<file path="src/include/fprnu_pkg.sv">
package fprnu_pkg;

    // ------------------------------------------------------------
    // Number formats
    // ------------------------------------------------------------
    typedef struct packed {
        logic sign;
        logic [7:0] exp;
        logic [22:0] frac;
    } fprnu_sp_t;

    typedef struct packed {
        logic sign;
        logic [4:0] exp;
        logic [9:0] frac;
    } fprnu_hp_t;

    localparam int FPRNU_SP_SIG_W = 24;
    localparam int FPRNU_HP_SIG_W = 11;
    localparam int FPRNU_SP_QUIET_BIT = 22;
    localparam logic [7:0] FPRNU_SP_EXP_MAX = 8'hff;
    localparam logic [4:0] FPRNU_HP_EXP_MAX = 5'h1f;
    localparam logic [7:0] FPRNU_EXP_REBIAS = 8'h70;
    localparam logic [31:0] FPRNU_SP_QUIET_MASK = 32'h0040_0000;
    localparam logic [9:0] FPRNU_HP_QUIET_MASK = 10'h200;

    // Indefinite: negative quiet NaN with an empty payload
    localparam logic [31:0] FPRNU_INDEF_SP = 32'hffc0_0000;
    localparam logic [63:0] FPRNU_INDEF_DP = 64'hfff8_0000_0000_0000;
    localparam logic [79:0] FPRNU_INDEF_EP = 80'hffff_c000_0000_0000_0000;

    // ------------------------------------------------------------
    // Rounding control codes and commands
    // ------------------------------------------------------------
    localparam logic [1:0] FPRNU_RND_NEAREST = 2'h0;
    localparam logic [1:0] FPRNU_RND_DOWN = 2'h1;
    localparam logic [1:0] FPRNU_RND_UP = 2'h2;
    localparam logic [1:0] FPRNU_RND_TRUNC = 2'h3;

    localparam logic [2:0] FPRNU_OP_ROUND = 3'h0;
    localparam logic [2:0] FPRNU_OP_CMP = 3'h1;
    localparam logic [2:0] FPRNU_OP_H2S = 3'h2;
    localparam logic [2:0] FPRNU_OP_S2H = 3'h3;
    localparam logic [2:0] FPRNU_OP_PROP = 3'h4;

    localparam logic [1:0] FPRNU_FMT_SP = 2'h0;
    localparam logic [1:0] FPRNU_FMT_DP = 2'h1;
    localparam logic [1:0] FPRNU_FMT_EP = 2'h2;

    localparam logic [1:0] FPRNU_CMP_EQ = 2'h0;
    localparam logic [1:0] FPRNU_CMP_LT = 2'h1;
    localparam logic [1:0] FPRNU_CMP_GT = 2'h2;
    localparam logic [1:0] FPRNU_CMP_UN = 2'h3;

    // ------------------------------------------------------------
    // Register map
    // ------------------------------------------------------------
    localparam logic [7:0] FPRNU_ADDR_CTRL = 8'h00;
    localparam logic [7:0] FPRNU_ADDR_STAT = 8'h04;
    localparam logic [7:0] FPRNU_ADDR_CMD = 8'h08;
    localparam logic [7:0] FPRNU_ADDR_OPA = 8'h0c;
    localparam logic [7:0] FPRNU_ADDR_OPB = 8'h10;
    localparam logic [7:0] FPRNU_ADDR_OPA_PTR = 8'h14;
    localparam logic [7:0] FPRNU_ADDR_OPB_PTR = 8'h18;
    localparam logic [7:0] FPRNU_ADDR_XSE = 8'h1c;
    localparam logic [7:0] FPRNU_ADDR_XSIG = 8'h20;
    localparam logic [7:0] FPRNU_ADDR_RES0 = 8'h24;
    localparam logic [7:0] FPRNU_ADDR_RES1 = 8'h28;
    localparam logic [7:0] FPRNU_ADDR_RES2 = 8'h2c;
    localparam logic [7:0] FPRNU_ADDR_EXC_PTR = 8'h30;

    localparam int FPRNU_CTRL_RND_LSB = 13;
    localparam int FPRNU_CTRL_INV_MASK = 7;
    localparam int FPRNU_STAT_INV = 0;
    localparam int FPRNU_STAT_INEXACT = 5;
    localparam int FPRNU_CMD_FMT_LSB = 4;
    localparam logic [1:0] FPRNU_RESET_RND = 2'h0;
    localparam logic FPRNU_RESET_INV_MASK = 1'b1;

    function automatic logic fprnu_sp_nan(input fprnu_sp_t x);
        return (x.exp == FPRNU_SP_EXP_MAX) && (x.frac != 23'h0);
    endfunction : fprnu_sp_nan

    function automatic logic fprnu_sp_snan(input fprnu_sp_t x);
        return fprnu_sp_nan(x) && !x.frac[FPRNU_SP_QUIET_BIT];
    endfunction : fprnu_sp_snan

endpackage : fprnu_pkg

</file>
<file path="src/fprnu_round.sv">
`timescale 1ns/1ns
module fprnu_round #(
    parameter int W = 24
) (
    input wire logic [W-1:0] sig_in,
    input wire logic guard,
    input wire logic sticky,
    input wire logic sign,
    input wire logic [1:0] mode,
    output logic [W:0] sig_out,
    output logic inexact
);
    logic inc;
    wire logic lost = guard | sticky;

    // Lower bracket is sig_in, upper is sig_in + 1; pick one
    always_comb begin
        unique case (mode)
            fprnu_pkg::FPRNU_RND_NEAREST: inc = guard & (sticky | sig_in[0]);
            fprnu_pkg::FPRNU_RND_DOWN: inc = lost & sign;
            fprnu_pkg::FPRNU_RND_UP: inc = lost & ~sign;
            fprnu_pkg::FPRNU_RND_TRUNC: inc = 1'b0;
        endcase
    end

    // Error stays below one unit of the kept lsb
    assign sig_out = {1'b0, sig_in} + {{W{1'b0}}, inc};
    assign inexact = lost;

endmodule : fprnu_round

</file>
<file path="src/fprnu_top.sv">
// Added by the designer: the register offsets and register access over APB.
`timescale 1ns/1ns
module fprnu_top (
    input wire logic core_clk,
    input wire logic rst,
    input wire logic psel,
    input wire logic penable,
    input wire logic pwrite,
    input wire logic [7:0] paddr,
    input wire logic [31:0] pwdata,
    output logic [31:0] prdata,
    output logic pready,
    output logic pslverr,
    output logic fp_trap
);

    // ------------------------------------------------------------
    // Registers
    // ------------------------------------------------------------
    logic [1:0] rnd_mode;
    logic inv_mask;
    logic inv_flag;
    logic inexact_flag;
    logic [31:0] opa;
    logic [31:0] opb;
    logic [31:0] opa_addr;
    logic [31:0] opb_addr;
    logic [8:0] exact_se;
    logic [31:0] exact_sig;
    logic [79:0] res;
    logic [31:0] exc_ptr;
    logic [79:0] next_res;

    // ------------------------------------------------------------
    // Bus decode
    // ------------------------------------------------------------
    wire logic acc = psel & penable;
    wire logic wr = acc & pwrite;
    wire logic hit_ctrl = paddr == fprnu_pkg::FPRNU_ADDR_CTRL;
    wire logic hit_stat = paddr == fprnu_pkg::FPRNU_ADDR_STAT;
    wire logic hit_cmd = paddr == fprnu_pkg::FPRNU_ADDR_CMD;
    wire logic hit_opa = paddr == fprnu_pkg::FPRNU_ADDR_OPA;
    wire logic hit_opb = paddr == fprnu_pkg::FPRNU_ADDR_OPB;
    wire logic hit_pa = paddr == fprnu_pkg::FPRNU_ADDR_OPA_PTR;
    wire logic hit_pb = paddr == fprnu_pkg::FPRNU_ADDR_OPB_PTR;
    wire logic hit_xse = paddr == fprnu_pkg::FPRNU_ADDR_XSE;
    wire logic hit_xsig = paddr == fprnu_pkg::FPRNU_ADDR_XSIG;
    wire logic hit_r0 = paddr == fprnu_pkg::FPRNU_ADDR_RES0;
    wire logic hit_r1 = paddr == fprnu_pkg::FPRNU_ADDR_RES1;
    wire logic hit_r2 = paddr == fprnu_pkg::FPRNU_ADDR_RES2;
    wire logic hit_ep = paddr == fprnu_pkg::FPRNU_ADDR_EXC_PTR;
    wire logic addr_hit = hit_ctrl | hit_stat | hit_cmd | hit_opa | hit_opb | hit_pa
        | hit_pb | hit_xse | hit_xsig | hit_r0 | hit_r1 | hit_r2 | hit_ep;

    wire logic [2:0] cmd_op = pwdata[2:0];
    wire logic [1:0] cmd_fmt = pwdata[fprnu_pkg::FPRNU_CMD_FMT_LSB +: 2];
    wire logic cmd_fire = wr & hit_cmd;
    wire logic op_legal = cmd_op <= fprnu_pkg::FPRNU_OP_PROP;

    wire logic [31:0] ctrl_word = (32'(rnd_mode) << fprnu_pkg::FPRNU_CTRL_RND_LSB)
        | (32'(inv_mask) << fprnu_pkg::FPRNU_CTRL_INV_MASK);
    wire logic [31:0] stat_word = (32'(inexact_flag) << fprnu_pkg::FPRNU_STAT_INEXACT)
        | (32'(inv_flag) << fprnu_pkg::FPRNU_STAT_INV);
    wire logic [31:0] rd_word = hit_ctrl ? ctrl_word : hit_stat ? stat_word
        : hit_opa ? opa : hit_opb ? opb : hit_pa ? opa_addr : hit_pb ? opb_addr
        : hit_xse ? {23'h0, exact_se} : hit_xsig ? exact_sig
        : hit_r0 ? res[31:0] : hit_r1 ? res[63:32] : hit_r2 ? {16'h0, res[79:64]}
        : hit_ep ? exc_ptr : 32'h0;

    assign pready = 1'b1;
    assign pslverr = acc & ~addr_hit;

    // ------------------------------------------------------------
    // Operand classes
    // ------------------------------------------------------------
    wire fprnu_pkg::fprnu_sp_t a_sp = opa;
    wire fprnu_pkg::fprnu_sp_t b_sp = opb;
    wire fprnu_pkg::fprnu_hp_t a_hp = opa[15:0];
    // Payload is never inspected beyond nonzero and the quiet bit
    wire logic a_nan = fprnu_pkg::fprnu_sp_nan(a_sp);
    wire logic b_nan = fprnu_pkg::fprnu_sp_nan(b_sp);
    wire logic a_snan = fprnu_pkg::fprnu_sp_snan(a_sp);
    wire logic b_snan = fprnu_pkg::fprnu_sp_snan(b_sp);
    wire logic a_inf = (a_sp.exp == fprnu_pkg::FPRNU_SP_EXP_MAX) & ~a_nan;
    wire logic a_zero = a_sp.exp == 8'h00;
    wire logic h_max = a_hp.exp == fprnu_pkg::FPRNU_HP_EXP_MAX;
    wire logic h_nan = h_max & (a_hp.frac != 10'h0);
    wire logic h_snan = h_nan & ~a_hp.frac[9];

    // ------------------------------------------------------------
    // Rounding of the exact result to single
    // ------------------------------------------------------------
    // Exact value: hidden bit 31, kept fraction 30:8, guard 7, sticky 6:0
    wire logic x_special = exact_se[7:0] == fprnu_pkg::FPRNU_SP_EXP_MAX;
    wire logic x_sticky = |exact_sig[6:0];
    logic [24:0] rs;
    logic rs_lost;

    fprnu_round #(
        .W(fprnu_pkg::FPRNU_SP_SIG_W)
    ) u_round_sp (
        .sig_in(exact_sig[31:8]),
        .guard(exact_sig[7]),
        .sticky(x_sticky),
        .sign(exact_se[8]),
        .mode(rnd_mode),
        .sig_out(rs),
        .inexact(rs_lost)
    );

    // A carry out renormalises to 1.000 with the next exponent
    wire logic [7:0] rs_exp = exact_se[7:0] + {7'h0, rs[24]};
    wire logic [22:0] rs_frac = rs[24] ? rs[23:1] : rs[22:0];
    // NaN and infinity inputs pass untouched
    wire logic [31:0] rnd_word = x_special ? {exact_se, exact_sig[30:8]}
        : {exact_se[8], rs_exp, rs_frac};
    wire logic rnd_inexact = rs_lost & ~x_special;

    // ------------------------------------------------------------
    // Half conversions
    // ------------------------------------------------------------
    // Only conversions exist for half; no half arithmetic
    logic [11:0] hs;
    logic hs_lost;

    fprnu_round #(
        .W(fprnu_pkg::FPRNU_HP_SIG_W)
    ) u_round_hp (
        .sig_in({1'b1, a_sp.frac[22:13]}),
        .guard(a_sp.frac[12]),
        .sticky(|a_sp.frac[11:0]),
        .sign(a_sp.sign),
        .mode(rnd_mode),
        .sig_out(hs),
        .inexact(hs_lost)
    );

    // Limitation: out-of-range exponents wrap and subnormals flush to zero
    wire logic [7:0] s2h_exp8 = a_sp.exp - fprnu_pkg::FPRNU_EXP_REBIAS;
    wire logic [4:0] s2h_exp = s2h_exp8[4:0] + {4'h0, hs[11]};
    wire logic [9:0] s2h_frac = hs[11] ? hs[10:1] : hs[9:0];
    wire logic [15:0] s2h_word = a_nan ? {a_sp.sign, 5'h1f, 1'b1, a_sp.frac[21:13]}
        : a_inf ? {a_sp.sign, 15'h7c00}
        : a_zero ? {a_sp.sign, 15'h0}
        : {a_sp.sign, s2h_exp, s2h_frac};
    wire logic s2h_inexact = hs_lost & ~(a_nan | a_inf | a_zero);

    wire logic [7:0] h2s_exp = {3'h0, a_hp.exp} + fprnu_pkg::FPRNU_EXP_REBIAS;
    wire logic [9:0] h2s_nfrac = a_hp.frac | (h_nan ? fprnu_pkg::FPRNU_HP_QUIET_MASK : 10'h0);
    wire logic [31:0] h2s_word = h_max ? {a_hp.sign, 8'hff, h2s_nfrac, 13'h0}
        : (a_hp.exp == 5'h0) ? {a_hp.sign, 31'h0}
        : {a_hp.sign, h2s_exp, a_hp.frac, 13'h0};

    // ------------------------------------------------------------
    // Compare and NaN propagation
    // ------------------------------------------------------------
    wire logic [30:0] a_mag = opa[30:0];
    wire logic [30:0] b_mag = opb[30:0];
    wire logic both_zero = (a_mag == 31'h0) & (b_mag == 31'h0);
    wire logic cmp_eq = both_zero | (opa == opb);
    wire logic cmp_lt = (a_sp.sign != b_sp.sign) ? a_sp.sign
        : (a_sp.sign ? (a_mag > b_mag) : (a_mag < b_mag));
    // Result ignores the rounding field entirely
    wire logic [1:0] cmp_code = (a_nan | b_nan) ? fprnu_pkg::FPRNU_CMP_UN
        : cmp_eq ? fprnu_pkg::FPRNU_CMP_EQ
        : cmp_lt ? fprnu_pkg::FPRNU_CMP_LT : fprnu_pkg::FPRNU_CMP_GT;

    // First operand wins, quieted by setting its top fraction bit
    wire logic [31:0] nan_word = a_nan ? (opa | fprnu_pkg::FPRNU_SP_QUIET_MASK)
        : (opb | fprnu_pkg::FPRNU_SP_QUIET_MASK);
    wire logic [79:0] indef = (cmd_fmt == fprnu_pkg::FPRNU_FMT_DP)
        ? {16'h0, fprnu_pkg::FPRNU_INDEF_DP}
        : (cmd_fmt == fprnu_pkg::FPRNU_FMT_EP) ? fprnu_pkg::FPRNU_INDEF_EP
        : {48'h0, fprnu_pkg::FPRNU_INDEF_SP};
    wire logic [79:0] prop_res = (a_nan | b_nan) ? {48'h0, nan_word} : indef;

    // ------------------------------------------------------------
    // Exceptions
    // ------------------------------------------------------------
    wire logic uses_b = (cmd_op == fprnu_pkg::FPRNU_OP_CMP)
        | (cmd_op == fprnu_pkg::FPRNU_OP_PROP);
    wire logic snan_a = (cmd_op == fprnu_pkg::FPRNU_OP_H2S) ? h_snan
        : (cmd_op != fprnu_pkg::FPRNU_OP_ROUND) & a_snan;
    wire logic snan_b = uses_b & b_snan;
    wire logic trap_cond = (snan_a | snan_b) & ~inv_mask;
    wire logic trap_now = cmd_fire & op_legal & trap_cond;
    wire logic no_nan_prop = (cmd_op == fprnu_pkg::FPRNU_OP_PROP) & ~a_nan & ~b_nan;
    wire logic inv_now = cmd_fire & op_legal & (snan_a | snan_b | no_nan_prop);
    wire logic inexact_now = cmd_fire & (((cmd_op == fprnu_pkg::FPRNU_OP_ROUND) & rnd_inexact)
        | ((cmd_op == fprnu_pkg::FPRNU_OP_S2H) & s2h_inexact));
    wire logic res_wr = cmd_fire & op_legal & ~trap_cond;
    wire logic dest_wr = res_wr & (cmd_op != fprnu_pkg::FPRNU_OP_CMP);

    always_comb begin
        case (cmd_op)
            fprnu_pkg::FPRNU_OP_ROUND: next_res = {48'h0, rnd_word};
            fprnu_pkg::FPRNU_OP_CMP: next_res = {78'h0, cmp_code};
            fprnu_pkg::FPRNU_OP_H2S: next_res = {48'h0, h2s_word};
            fprnu_pkg::FPRNU_OP_S2H: next_res = {64'h0, s2h_word};
            fprnu_pkg::FPRNU_OP_PROP: next_res = prop_res;
            default: next_res = res;
        endcase
    end

    // ------------------------------------------------------------
    // Sequential state
    // ------------------------------------------------------------
    always_ff @(posedge core_clk) begin
        if (rst) begin
            rnd_mode <= fprnu_pkg::FPRNU_RESET_RND;
            inv_mask <= fprnu_pkg::FPRNU_RESET_INV_MASK;
        end else if (wr & hit_ctrl) begin
            rnd_mode <= pwdata[fprnu_pkg::FPRNU_CTRL_RND_LSB +: 2];
            inv_mask <= pwdata[fprnu_pkg::FPRNU_CTRL_INV_MASK];
        end
    end

    // Write one to clear; a new event in the same cycle wins
    wire logic clr_inv = wr & hit_stat & pwdata[fprnu_pkg::FPRNU_STAT_INV];
    wire logic clr_inx = wr & hit_stat & pwdata[fprnu_pkg::FPRNU_STAT_INEXACT];

    always_ff @(posedge core_clk) begin
        if (rst) begin
            inv_flag <= 1'b0;
            inexact_flag <= 1'b0;
        end else begin
            inv_flag <= inv_now | (inv_flag & ~clr_inv);
            inexact_flag <= inexact_now | (inexact_flag & ~clr_inx);
        end
    end

    always_ff @(posedge core_clk) begin
        if (rst) begin
            opa <= 32'h0;
        end else if (wr & hit_opa) begin
            opa <= pwdata;
        end else if (dest_wr) begin
            opa <= next_res[31:0];
        end
    end

    always_ff @(posedge core_clk) begin
        if (rst) begin
            opb <= 32'h0;
            opa_addr <= 32'h0;
            opb_addr <= 32'h0;
            exact_se <= 9'h0;
            exact_sig <= 32'h0;
        end else begin
            opb <= (wr & hit_opb) ? pwdata : opb;
            opa_addr <= (wr & hit_pa) ? pwdata : opa_addr;
            opb_addr <= (wr & hit_pb) ? pwdata : opb_addr;
            exact_se <= (wr & hit_xse) ? pwdata[8:0] : exact_se;
            exact_sig <= (wr & hit_xsig) ? pwdata : exact_sig;
        end
    end

    // A trap leaves result and operands unaltered
    always_ff @(posedge core_clk) begin
        if (rst) begin
            res <= 80'h0;
            exc_ptr <= 32'h0;
            fp_trap <= 1'b0;
            prdata <= 32'h0;
        end else begin
            res <= res_wr ? next_res : res;
            exc_ptr <= trap_now ? (snan_a ? opa_addr : opb_addr) : exc_ptr;
            fp_trap <= trap_now;
            prdata <= (psel & ~penable) ? rd_word : prdata;
        end
    end

    wire logic rnd_cmd = cmd_fire & (cmd_op == fprnu_pkg::FPRNU_OP_ROUND) & ~x_special;
    wire logic frac_full = &exact_sig[30:8];
endmodule : fprnu_top

</file>
<file path="config.mk">
export PLATFORM = sky130hd
export DESIGN_NAME = fprnu_top
export DESIGN_NICKNAME = d
export VERILOG_FILES = /design/src/include/fprnu_pkg.sv /design/src/fprnu_round.sv /design/src/fprnu_top.sv
export SDC_FILE = /design/constraint.sdc
export NUM_CORES = 1
export LEC_CHECK = 0
export BUFFER_PORTS_ARGS = -buffer_cell sky130_fd_sc_hd__buf_4
export CORE_MARGIN = 2
export CORE_UTILIZATION = 67
export DETAILED_ROUTE_END_ITERATION = 6
export MAX_ROUTING_LAYER = met4
export PLACE_DENSITY = 0.86
export SETUP_SLACK_MARGIN = 0.3
export SLEW_MARGIN = 20
export SYNTH_ARGS = -nofsm -noshare
export SYNTH_HDL_FRONTEND = slang
export SYNTH_SLANG_ARGS = --single-unit
</file>
<file path="constraint.sdc">
create_clock -name core_clk -period 7.8 [get_ports core_clk]
set_clock_uncertainty 0.1 [all_clocks]
set_input_delay 2.34 -clock core_clk [delete_from_list [all_inputs] [get_ports core_clk]]
set_output_delay 2.34 -clock core_clk [all_outputs]
set_load 0.01 [all_outputs]
</file>
Yosys cells after proc, flatten, opt, wreduce, memory -nomap -nowiden --
Index checks and enable logic that the tools add are counted.
Storage, ports and cells: bits of input ports 45, bits in registers 319, output and inout bits 35, logic and storage cells 195
Operators by class: bitwise operators 84, eq/ne operators 28, add/sub/neg operators 6, magnitude comparators 3, reduce and logical (&&, ||, !) cells 22, multiplexer cells 37
Operators by type and width (count):
- $mux W32 | 16
- $pmux W80 S5 | 1
- $mux W80 | 3
- $mux W31 | 3
- $logic_not A31 Y1 | 2
- $reduce_bool A23 Y1 | 2
- $mux W15 | 3
- $and A1 B1 Y1 | 42
- $eq A8 B6 Y1 const B | 5
- $eq A32 B32 Y1 | 1
- $eq A8 B5 Y1 const B | 4
- $gt A31 B31 Y1 | 1
- $lt A31 B31 Y1 | 1
- $or A1 B1 Y1 | 26
- $add A24 B1 Y25 | 1
- $eq A8 B8 Y1 const B | 3
- $mux W23 | 1
- $mux W10 | 2
- $eq A8 B4 Y1 const B | 2
- $logic_not A8 Y1 | 2
- $or A15 B8 Y15 | 1
- $not A1 Y1 | 13
- $add A11 B1 Y12 | 1
- $reduce_or A12 Y1 | 1
- other kinds (30) | 43

Logic depth before layout (Yosys ltp) --
Gate-level depths: netlist of the first run.
depth after elaboration 15, mapped depth 20, mapped depth without buffers 19

By module --
Synthesis of the first run repeated with hierarchy kept, for this count alone.
Second synthesis, totals: cell total of the unflattened synthesis 2082, area, all modules 15753.9 um2
By module, submodules not included:
- fprnu_top | cells an instance 1975, area an instance 14928.1 um2, sequential area each 5485.3 um2, times used 1
- fprnu_round (u_round_sp) | cells an instance 73, area an instance 570.5 um2, sequential area each 0.0 um2, times used 1
- fprnu_round (u_round_hp) | cells an instance 34, area an instance 255.2 um2, sequential area each 0.0 um2, times used 1

Worst setup path after synthesis of the first run --
No wires, ideal clock.
path type input to output, from input port paddr[2], to output port pslverr, setup slack 1.768 ns, data arrival time 3.592 ns, path buffers 3, required time 5.360 ns, stages on the path 8, cells stage by stage buf_2 -> nor4_1 -> and4_1 -> clkbuf_1 -> clkbuf_1 -> a221oi_1 -> nand3_1 -> nor2_1
Between the ends: longest elaborated chain between the ends 15, elaborated cells between the ends (all ways) 27, those cells by class eq/ne (12); bitwise (14); reduce/logical (1)
Ends and longest elaborated chain:
- start: declaration | line fprnu_top.sv:9 | input wire logic [7:0] paddr,
- $eq A8 B3 Y1 / $logic_not A8 Y1 (equally long branches) | line fprnu_top.sv:40, fprnu_top.sv:39
- $or A1 B1 Y1 (5 in series) | line fprnu_top.sv:52 | wire logic addr_hit = hit_ctrl | hit_stat | hit_cmd | hit_opa | hit_opb | hit_pa
- $or A1 B1 Y1 (6 in series) | line fprnu_top.sv:53 | | hit_pb | hit_xse | hit_xsig | hit_r0 | hit_r1 | hit_r2 | hit_ep;
- $or A1 B1 Y1 (*) | line fprnu_top.sv:53
- $not A1 Y1 (*) | line fprnu_top.sv:71 | assign pslverr = acc & ~addr_hit;
- $and A1 B1 Y1 (*) | line fprnu_top.sv:71
- end: declaration | line fprnu_top.sv:13 | output logic pslverr,
Every way passes the cells marked *; elsewhere a longest branch is shown, timed or not.

Worst setup path in the final report of the first run --
from input port paddr[4], to output port pslverr
Same word-level chain as after synthesis.

==> results of run 1 <==
[state kept, by name (all words and copies together) (netlist names), 32 cells and up]
signal     cells
b_sp          32
prdata        32
opb_addr      32
opa_addr      32
a_sp          32
res           35
exc_ptr       32
exact_sig     32
[worst min-delay path by stage]
stage | end | slack (ps) | depth (start not counted)
after floorplan | res[8] | 330 | 2
after CTS | res[24] | 350 | 2
after detailed placement | res[24] | 340 | 2
after global placement | res[28] | 340 | 2
final | res[24] | 350 | 2
after global routing | res[23] | 370 | 2
[critical path: cells and delay by family]
| family | cells | cell delay (ps) |
|---|---|---|
| buf+inv | 2 | 280 |
| simple gates | 4 | 1150 |
| compound gates | 1 | 130 |
[logic make-up (layout without fill, tap and decap cells)]
group / count (synthesis) / after routing / synth area share
other: 1 / 3 / 0.000250
adder cells (fa/ha/maj): 43 / 43 / 0.0358
AO/OA/AOI/OAI: 657 / 657 / 0.281
AND/OR/NAND/NOR: 755 / 755 / 0.226
flip-flops: 274 / 274 / 0.365
buffers and inverters: 211 / 208 / 0.0555
XOR/XNOR: 12 / 12 / 0.00699
multiplexers: 43 / 43 / 0.0289
[area by class of cell]
| class | count | area (sq um) |
|---|---|---|
| Multi-Input combinational cell | 1511 | 8770 |
| Inverter | 50 | 188 |
| Clock inverter | 5 | 53.8 |
| Timing Repair Buffer | 110 | 830 |
| Sequential cell | 274 | 5490 |
| Antenna cell | 2 | 5.00 |
| Clock buffer | 43 | 818 |
| Fill cell | 1635 | 5390 |
| Tap cell | 280 | 350 |
[per-layer routing]
layer	vias up	global-route usage
met5	-	-
met4	0	0.335
met3	477	0.152
met2	1639	0.774
met1	7919	0.638
li1	7235	-
[per-stage QoR]
stage / area [sq um] / setup WS (ps)
after floorplan: 15000 / 1770
after global placement: 15600 / 1520
after detailed placement: 15600 / 1520
after CTS: 16500 / 1520
after global routing: 16500 / 1430
final: 16500 / 1470
[power breakdown]
group / internal (mW) / leakage [nW] / total [mW] / switching, mW
sequential: 1.40 / 2.21 / 1.40 / 0.00170
combinational: 0.0369 / 2.77 / 0.138 / 0.101
clock: 0.749 / 0.428 / 1.31 / 0.566
[placed cells by master, fill, tap and decap left out, types with 40 or more instances in the layout]
cell type	instances
a21oi_1	262
dfxtp_1	274
a211oi_1	56
nand2_1	408
nor2_1	112
buf_4	109
ha_1	43
o21ai_0	68
mux2i_1	40
inv_1	50
a22oi_1	63
nand3_1	62
==> results.md, run 1 <==
* Status: finished, violations left
* Failing checks: DRC
* Synth top area cells: dfxtp_1 37%, nand2_1 10%, a21oi_1 8.7%
* I/O pins at 80
* Slowest CP cell: or4b_2
* Reg2reg end: res[30]
* Setup violations, final at 0
* Nets at just over 2000
* Root buf cell: clkbuf_16
* Worst path cell trace: buf_4 -> or4b_2 -> nand2_1 -> a221oi_1 -> nand3_1 -> nor2_1 -> buf_4
* Ys flop type: dfxtp_1
* Cell area after synthesis at around 0.015 sq mm
* Post-detail-place hpwl at between 40000 and 50000 um
* Crit start category: input port
* # DRC at 13
* Post-layout minimum cycle time at around 6300 ps
* Min-delay worst type: flip-flop to flip-flop
* VDD IR-drop max at 0.168 mV
* Initial antenna violation count at 2
* Core region area at approximately 0.022 sq mm
* Hold Slack at roughly 350 ps
* Top cell type's share of synthesized area at 0.365
* Pwr dens at 173 mW/mm^2
* Htree depth at 1
* Fin util at 0.754
* CTS tree: yes
* YS warnings at 0
* Crit Path Category: input port to output port
* Drt first pass iters at 7
* Slew Limit Fails at 0
* Initial Utilization at 0.686
* Hold-fix buffers, CTS at 0
* Metal2 WL at between 20000 and 30000 um
* Post-synth ARST share at 0
* Syn avg cell area at ~7.5 sq um
* Flops & latches, synth at 274
* Gate count after technology mapping at about 2000
* Clock Sinks at 274
* Setup crit start: paddr[4]
* Pleak at around 5.4 nW
* PortBufs at 78
* Maximum clock rate at about 160 MHz
* Wire length on met3 at 9950 um
* Post-synth top cells: 411 x nand2_1, 274 x dfxtp_1, 262 x a21oi_1, 138 x clkbuf_1, 121 x nor2_1
* Synth-to-layout area growth at 9.82%
* Syn nets at approximately 2100
* Critical path peak fanout at 9
* Post-CTS setup buffers at 0
* Clock Latency Late Sink at about 570 ps
* Sequential share of the synthesized area at 0.365
* Initial drt markers at approximately 3000
* CTS Buf Count at 28
* Period utilization at 0.811
* WL final at 63100 um
* Area leader, netlist: dfxtp_1
* Reg clk slew, reported paths at 60 ps
* Vias in the first global route at approximately 16000
* End point of the critical path: pslverr
* Worst reg-to-reg setup slack at roughly 2400 ps
* RSZ-0062 raised after global routing: no
* Number of synthesized flops with an enable pin at 0
* Die ar. at 0.0236 sq mm
* Die Wd at approximately 150 um
* Placer Congestion at between 1 and 1.5
* Setup tns final at 0 ps
* Most common cell in the synthesized netlist: nand2_1
* Cell mode on critical path: buf_4
* Bufs on Longest Clock Path at 3
* Max Cap Viol at 0
* FP Rows at 54
* Met1 Wirelength at 21500 um
* Required time of the critical path at between 5000 and 6000 ps
* Synth unique cells at 75
* Post-route ant nets at 0
* Resized Gates After CTS at 0
* Grt total ovfl at 0
* Top sig layer: met4
* First-pass GRT wire length at around 94000 um
* Gr usage total at 0.528
* FF-to-FF Start: rnd_mode[0]
* Vias post-DR at about 17000
* Share of cells above drive strength 1 at 0.0948
* Die outline height at about 150 um
* Final non-filler cell total at 2275
* Tot Pwr at ~2.9 mW
* WP data arrival at 3890 ps
* Largest net degree at the start of global routing at 93
* R2r worst-path depth at 19
* Hold Fails Final Rpt at 0
* Inst Count DP at roughly 2200
* Worst slew pin tran at between 1000 and 1500 ps
* Wire per inst at between 20 and 30 um
* Min-delay src: res[24]
* CP endpoint kind: output port
* Max stage delay on crit path at around 840 ps
* Worst slew margin at 0.186
* DR vias/cell at approximately 7.6
(Power assumes the default switching activity.)
==> inputs of run 2 (changes only) <==
- CORE_UTILIZATION: 67 -> 62
- PLACE_DENSITY: 0.86 -> 0.81
- clock period: 7.8 -> 6.4 ns (I/O delays scaled with it)
==> run 2 against run 1 <==
Against the previous run:
- combinational power grew 24%
- design area grew 1.2%
- setup slack lost 540 ps
- core utilization shrank 4.7 points
- worst hold slack gained 4.8 ps
- flip-flop and latch count is the same
- via count is essentially flat
- the run now ends clean
- largest power group is now the clock network
==> results.md, run 2 (synthesis gave the netlist of run 1 again) <==
* FF-to-FF Start: a_sp[0]
* WP data arrival at 3450 ps (-440 ps)
* Post-detail-place hpwl at 45500 um (+6.4%)
* Initial drt markers at 3049 (+0.49%)
* Min-delay src: res[29]
* Fin util at 0.707 (-0.0467)
* PortBufs at 78 (unchanged)
* Worst slew pin tran at 1210 ps (+1.42 ps)
* Worst slew margin at 0.191 (+0.00448)
* Max Cap Viol at 0 (unchanged)
* CTS Buf Count at 28 (unchanged)
* I/O pins at 80 (unchanged)
* Post-CTS setup buffers at 0 (unchanged)
* Setup crit start: paddr[4]
* Die outline height at 160 um (+3.9%)
* CP endpoint kind: output port
* Crit-path leading delay family: simple AND/OR/NAND/NOR gates
* Max stage delay on crit path at 830 ps (about the same)
* Die ar. at 0.0255 sq mm (+7.8%)
* Fill cells at 1868 (+14%)
* RSZ-0062 raised after global routing: no
* Drt first pass iters at 7 (unchanged)
* FP Rows at 56 (+3.7%)
* # DRC at 0 (-13)
* Critical path peak fanout at 9 (unchanged)
* Htree depth at 1 (unchanged)
* Slowest CP cell: or4b_2
* Crit Path Category: input port to output port
* Placer Congestion at 1.11 (-5.6%)
* Commonest non-fill, non-tap cell in the layout: nand2_1
* Area of the multi-input gates at 0.00877 sq mm (about the same)
* WL final at 65200 um (+3.3%)
* VDD IR-drop max at 0.281 mV (+67%)
* Status: completed
* Pwr dens at 218 mW/mm^2 (+26%)
* Setup tns final at 0 ps (unchanged)
* Wire per inst at 28.1 um (+1.3%)
* Hold-fix buffers, CTS at 0 (unchanged)
* Resized Gates After CTS at 0 (unchanged)
* Gr usage total at 0.508 (-0.0201)
* Clock Sinks at 274 (unchanged)
* Clock Latency Late Sink at 570 ps (about the same)
* Max reg flops at 35 (unchanged)
* Vias in the first global route at 16013 (-0.34%)
* Most frequent cells in the layout: 409 x nand2_1, 274 x dfxtp_1, 262 x a21oi_1
* Reg clk slew, reported paths at 70 ps (about the same)
* Vias post-DR at 17272 (+0.012%)
* Setup violations, final at 0 (unchanged)
* Nets at 2069 (+0.29%)
* Reg with most FFs: res
* Root buf cell: clkbuf_16
* Maximum clock rate at about 180 MHz
* Core region area at 0.0236 sq mm (+7.9%)
* Pleak at 5.49 nW (+1.4%)
* Buffers and inverters on the worst path at 2 (unchanged)
* Post-route ant nets at 0 (unchanged)
* FF+latch area at 0.00549 sq mm (unchanged)
* Period utilization at 0.854
* # diodes at 0 (-2)
* Slew Limit Fails at 0 (unchanged)
* Synth-to-layout area growth at 11.1%
* Worst path cell trace: buf_4 -> or4b_2 -> nand2_1 -> a221oi_1 -> nand3_1 -> nor2_1 -> buf_4
* Required time of the critical path at 4380 ps (-980 ps)
* Hold Fails Final Rpt at 0 (unchanged)
* Share of cells above drive strength 1 at 0.0989 (+0.00407)
* Post-layout minimum cycle time at around 5500 ps
* DR vias/cell at 7.44 (-2.0%)
* Min-delay worst type: flip-flop to flip-flop
* First-pass GRT wire length at 97500 um (+3.5%)
* Bufs on Longest Clock Path at 3 (unchanged)
* Initial Utilization at 0.636 (-0.0501)
* Crit start category: input port
* Cell mode on critical path: buf_4
* Largest net degree at the start of global routing at 96 (+3.2%)
* CTS tree: yes
* Die Wd at 160 um (+3.9%)
* Initial antenna violation count at 0 (-2)
* Grt total ovfl at 0 (unchanged)
## run 2: changes by cell type in the layout (fill, tap and decap cells not counted), moves of 2 or more
cell	change
buf_4	+5
bufinv_16	+3
clkbuf_1	-2
diode_2	-2
nor2_1	+2
nor2_2	-2
## run 2: cell type report
type                    count  area share
inverters                  50      0.0112
well taps                 319      0.0239
clock buffers              42      0.0494
flip-flops and latches    274       0.329
multi-input cells        1511       0.525
repair buffers            116      0.0531
clock inverters             9     0.00884
## run 2: metal layers
| metal | track usage | share of wire | vias to the layer above |
|---|---|---|---|
| met2 | 0.753 | 0.43 | 1588 |
| met4 | 0.338 | 0.081 | 0 |
| met1 | 0.622 | 0.35 | 8002 |
| met5 | - | 0 | - |
| met3 | 0.111 | 0.14 | 424 |
| li1 | - | - | 7258 |
## run 2: worst reg2reg max path: stages (launching register included)
cell and delay [ps]:
dfxtp_1 570, nor4_1 170, nand4_1 240, or3_1 230, a21oi_1 90, a211oi_1 570, ha_1 320, nand4_1 270
nor3_1 370, ha_1 290, a21oi_1 180, o21ai_0 360, o31ai_1 750, a31oi_1 160
## run 2: final timing paths
kind	slack, ps	endpoint	cells after the start
setup / recovery	930	pslverr	7
hold reg to reg	360	res[29]	2
hold / removal	360	res[29]	2
setup reg to reg	1550	a_sp[10]	13
## run 2: stage by stage
| stage | worst slack (ps) | area [sq um] | power (mW) | cells | hold WS (ps) |
|---|---|---|---|---|---|
| after global routing | 882 | 16700 | 3.68 | 2321 | 376 |
| after CTS | 960 | 16700 | 3.60 | 2321 | 356 |
| after global placement | 980 | 15700 | 1.90 | 2270 | 338 |
| after detailed placement | 963 | 15700 | 1.91 | 2270 | 348 |
| after floorplan | 1210 | 15000 | 1.83 | 1996 | 326 |
| final | 935 | 16700 | 3.64 | 2321 | 358 |
## run 2: where the power goes
group / switching (mW) / leakage, nW / internal, mW
registers: 0.00192 / 2.21 / 1.71
clock network: 0.713 / 0.475 / 1.05
logic: 0.126 / 2.80 / 0.0454
total: 0.841 / 5.49 / 2.80
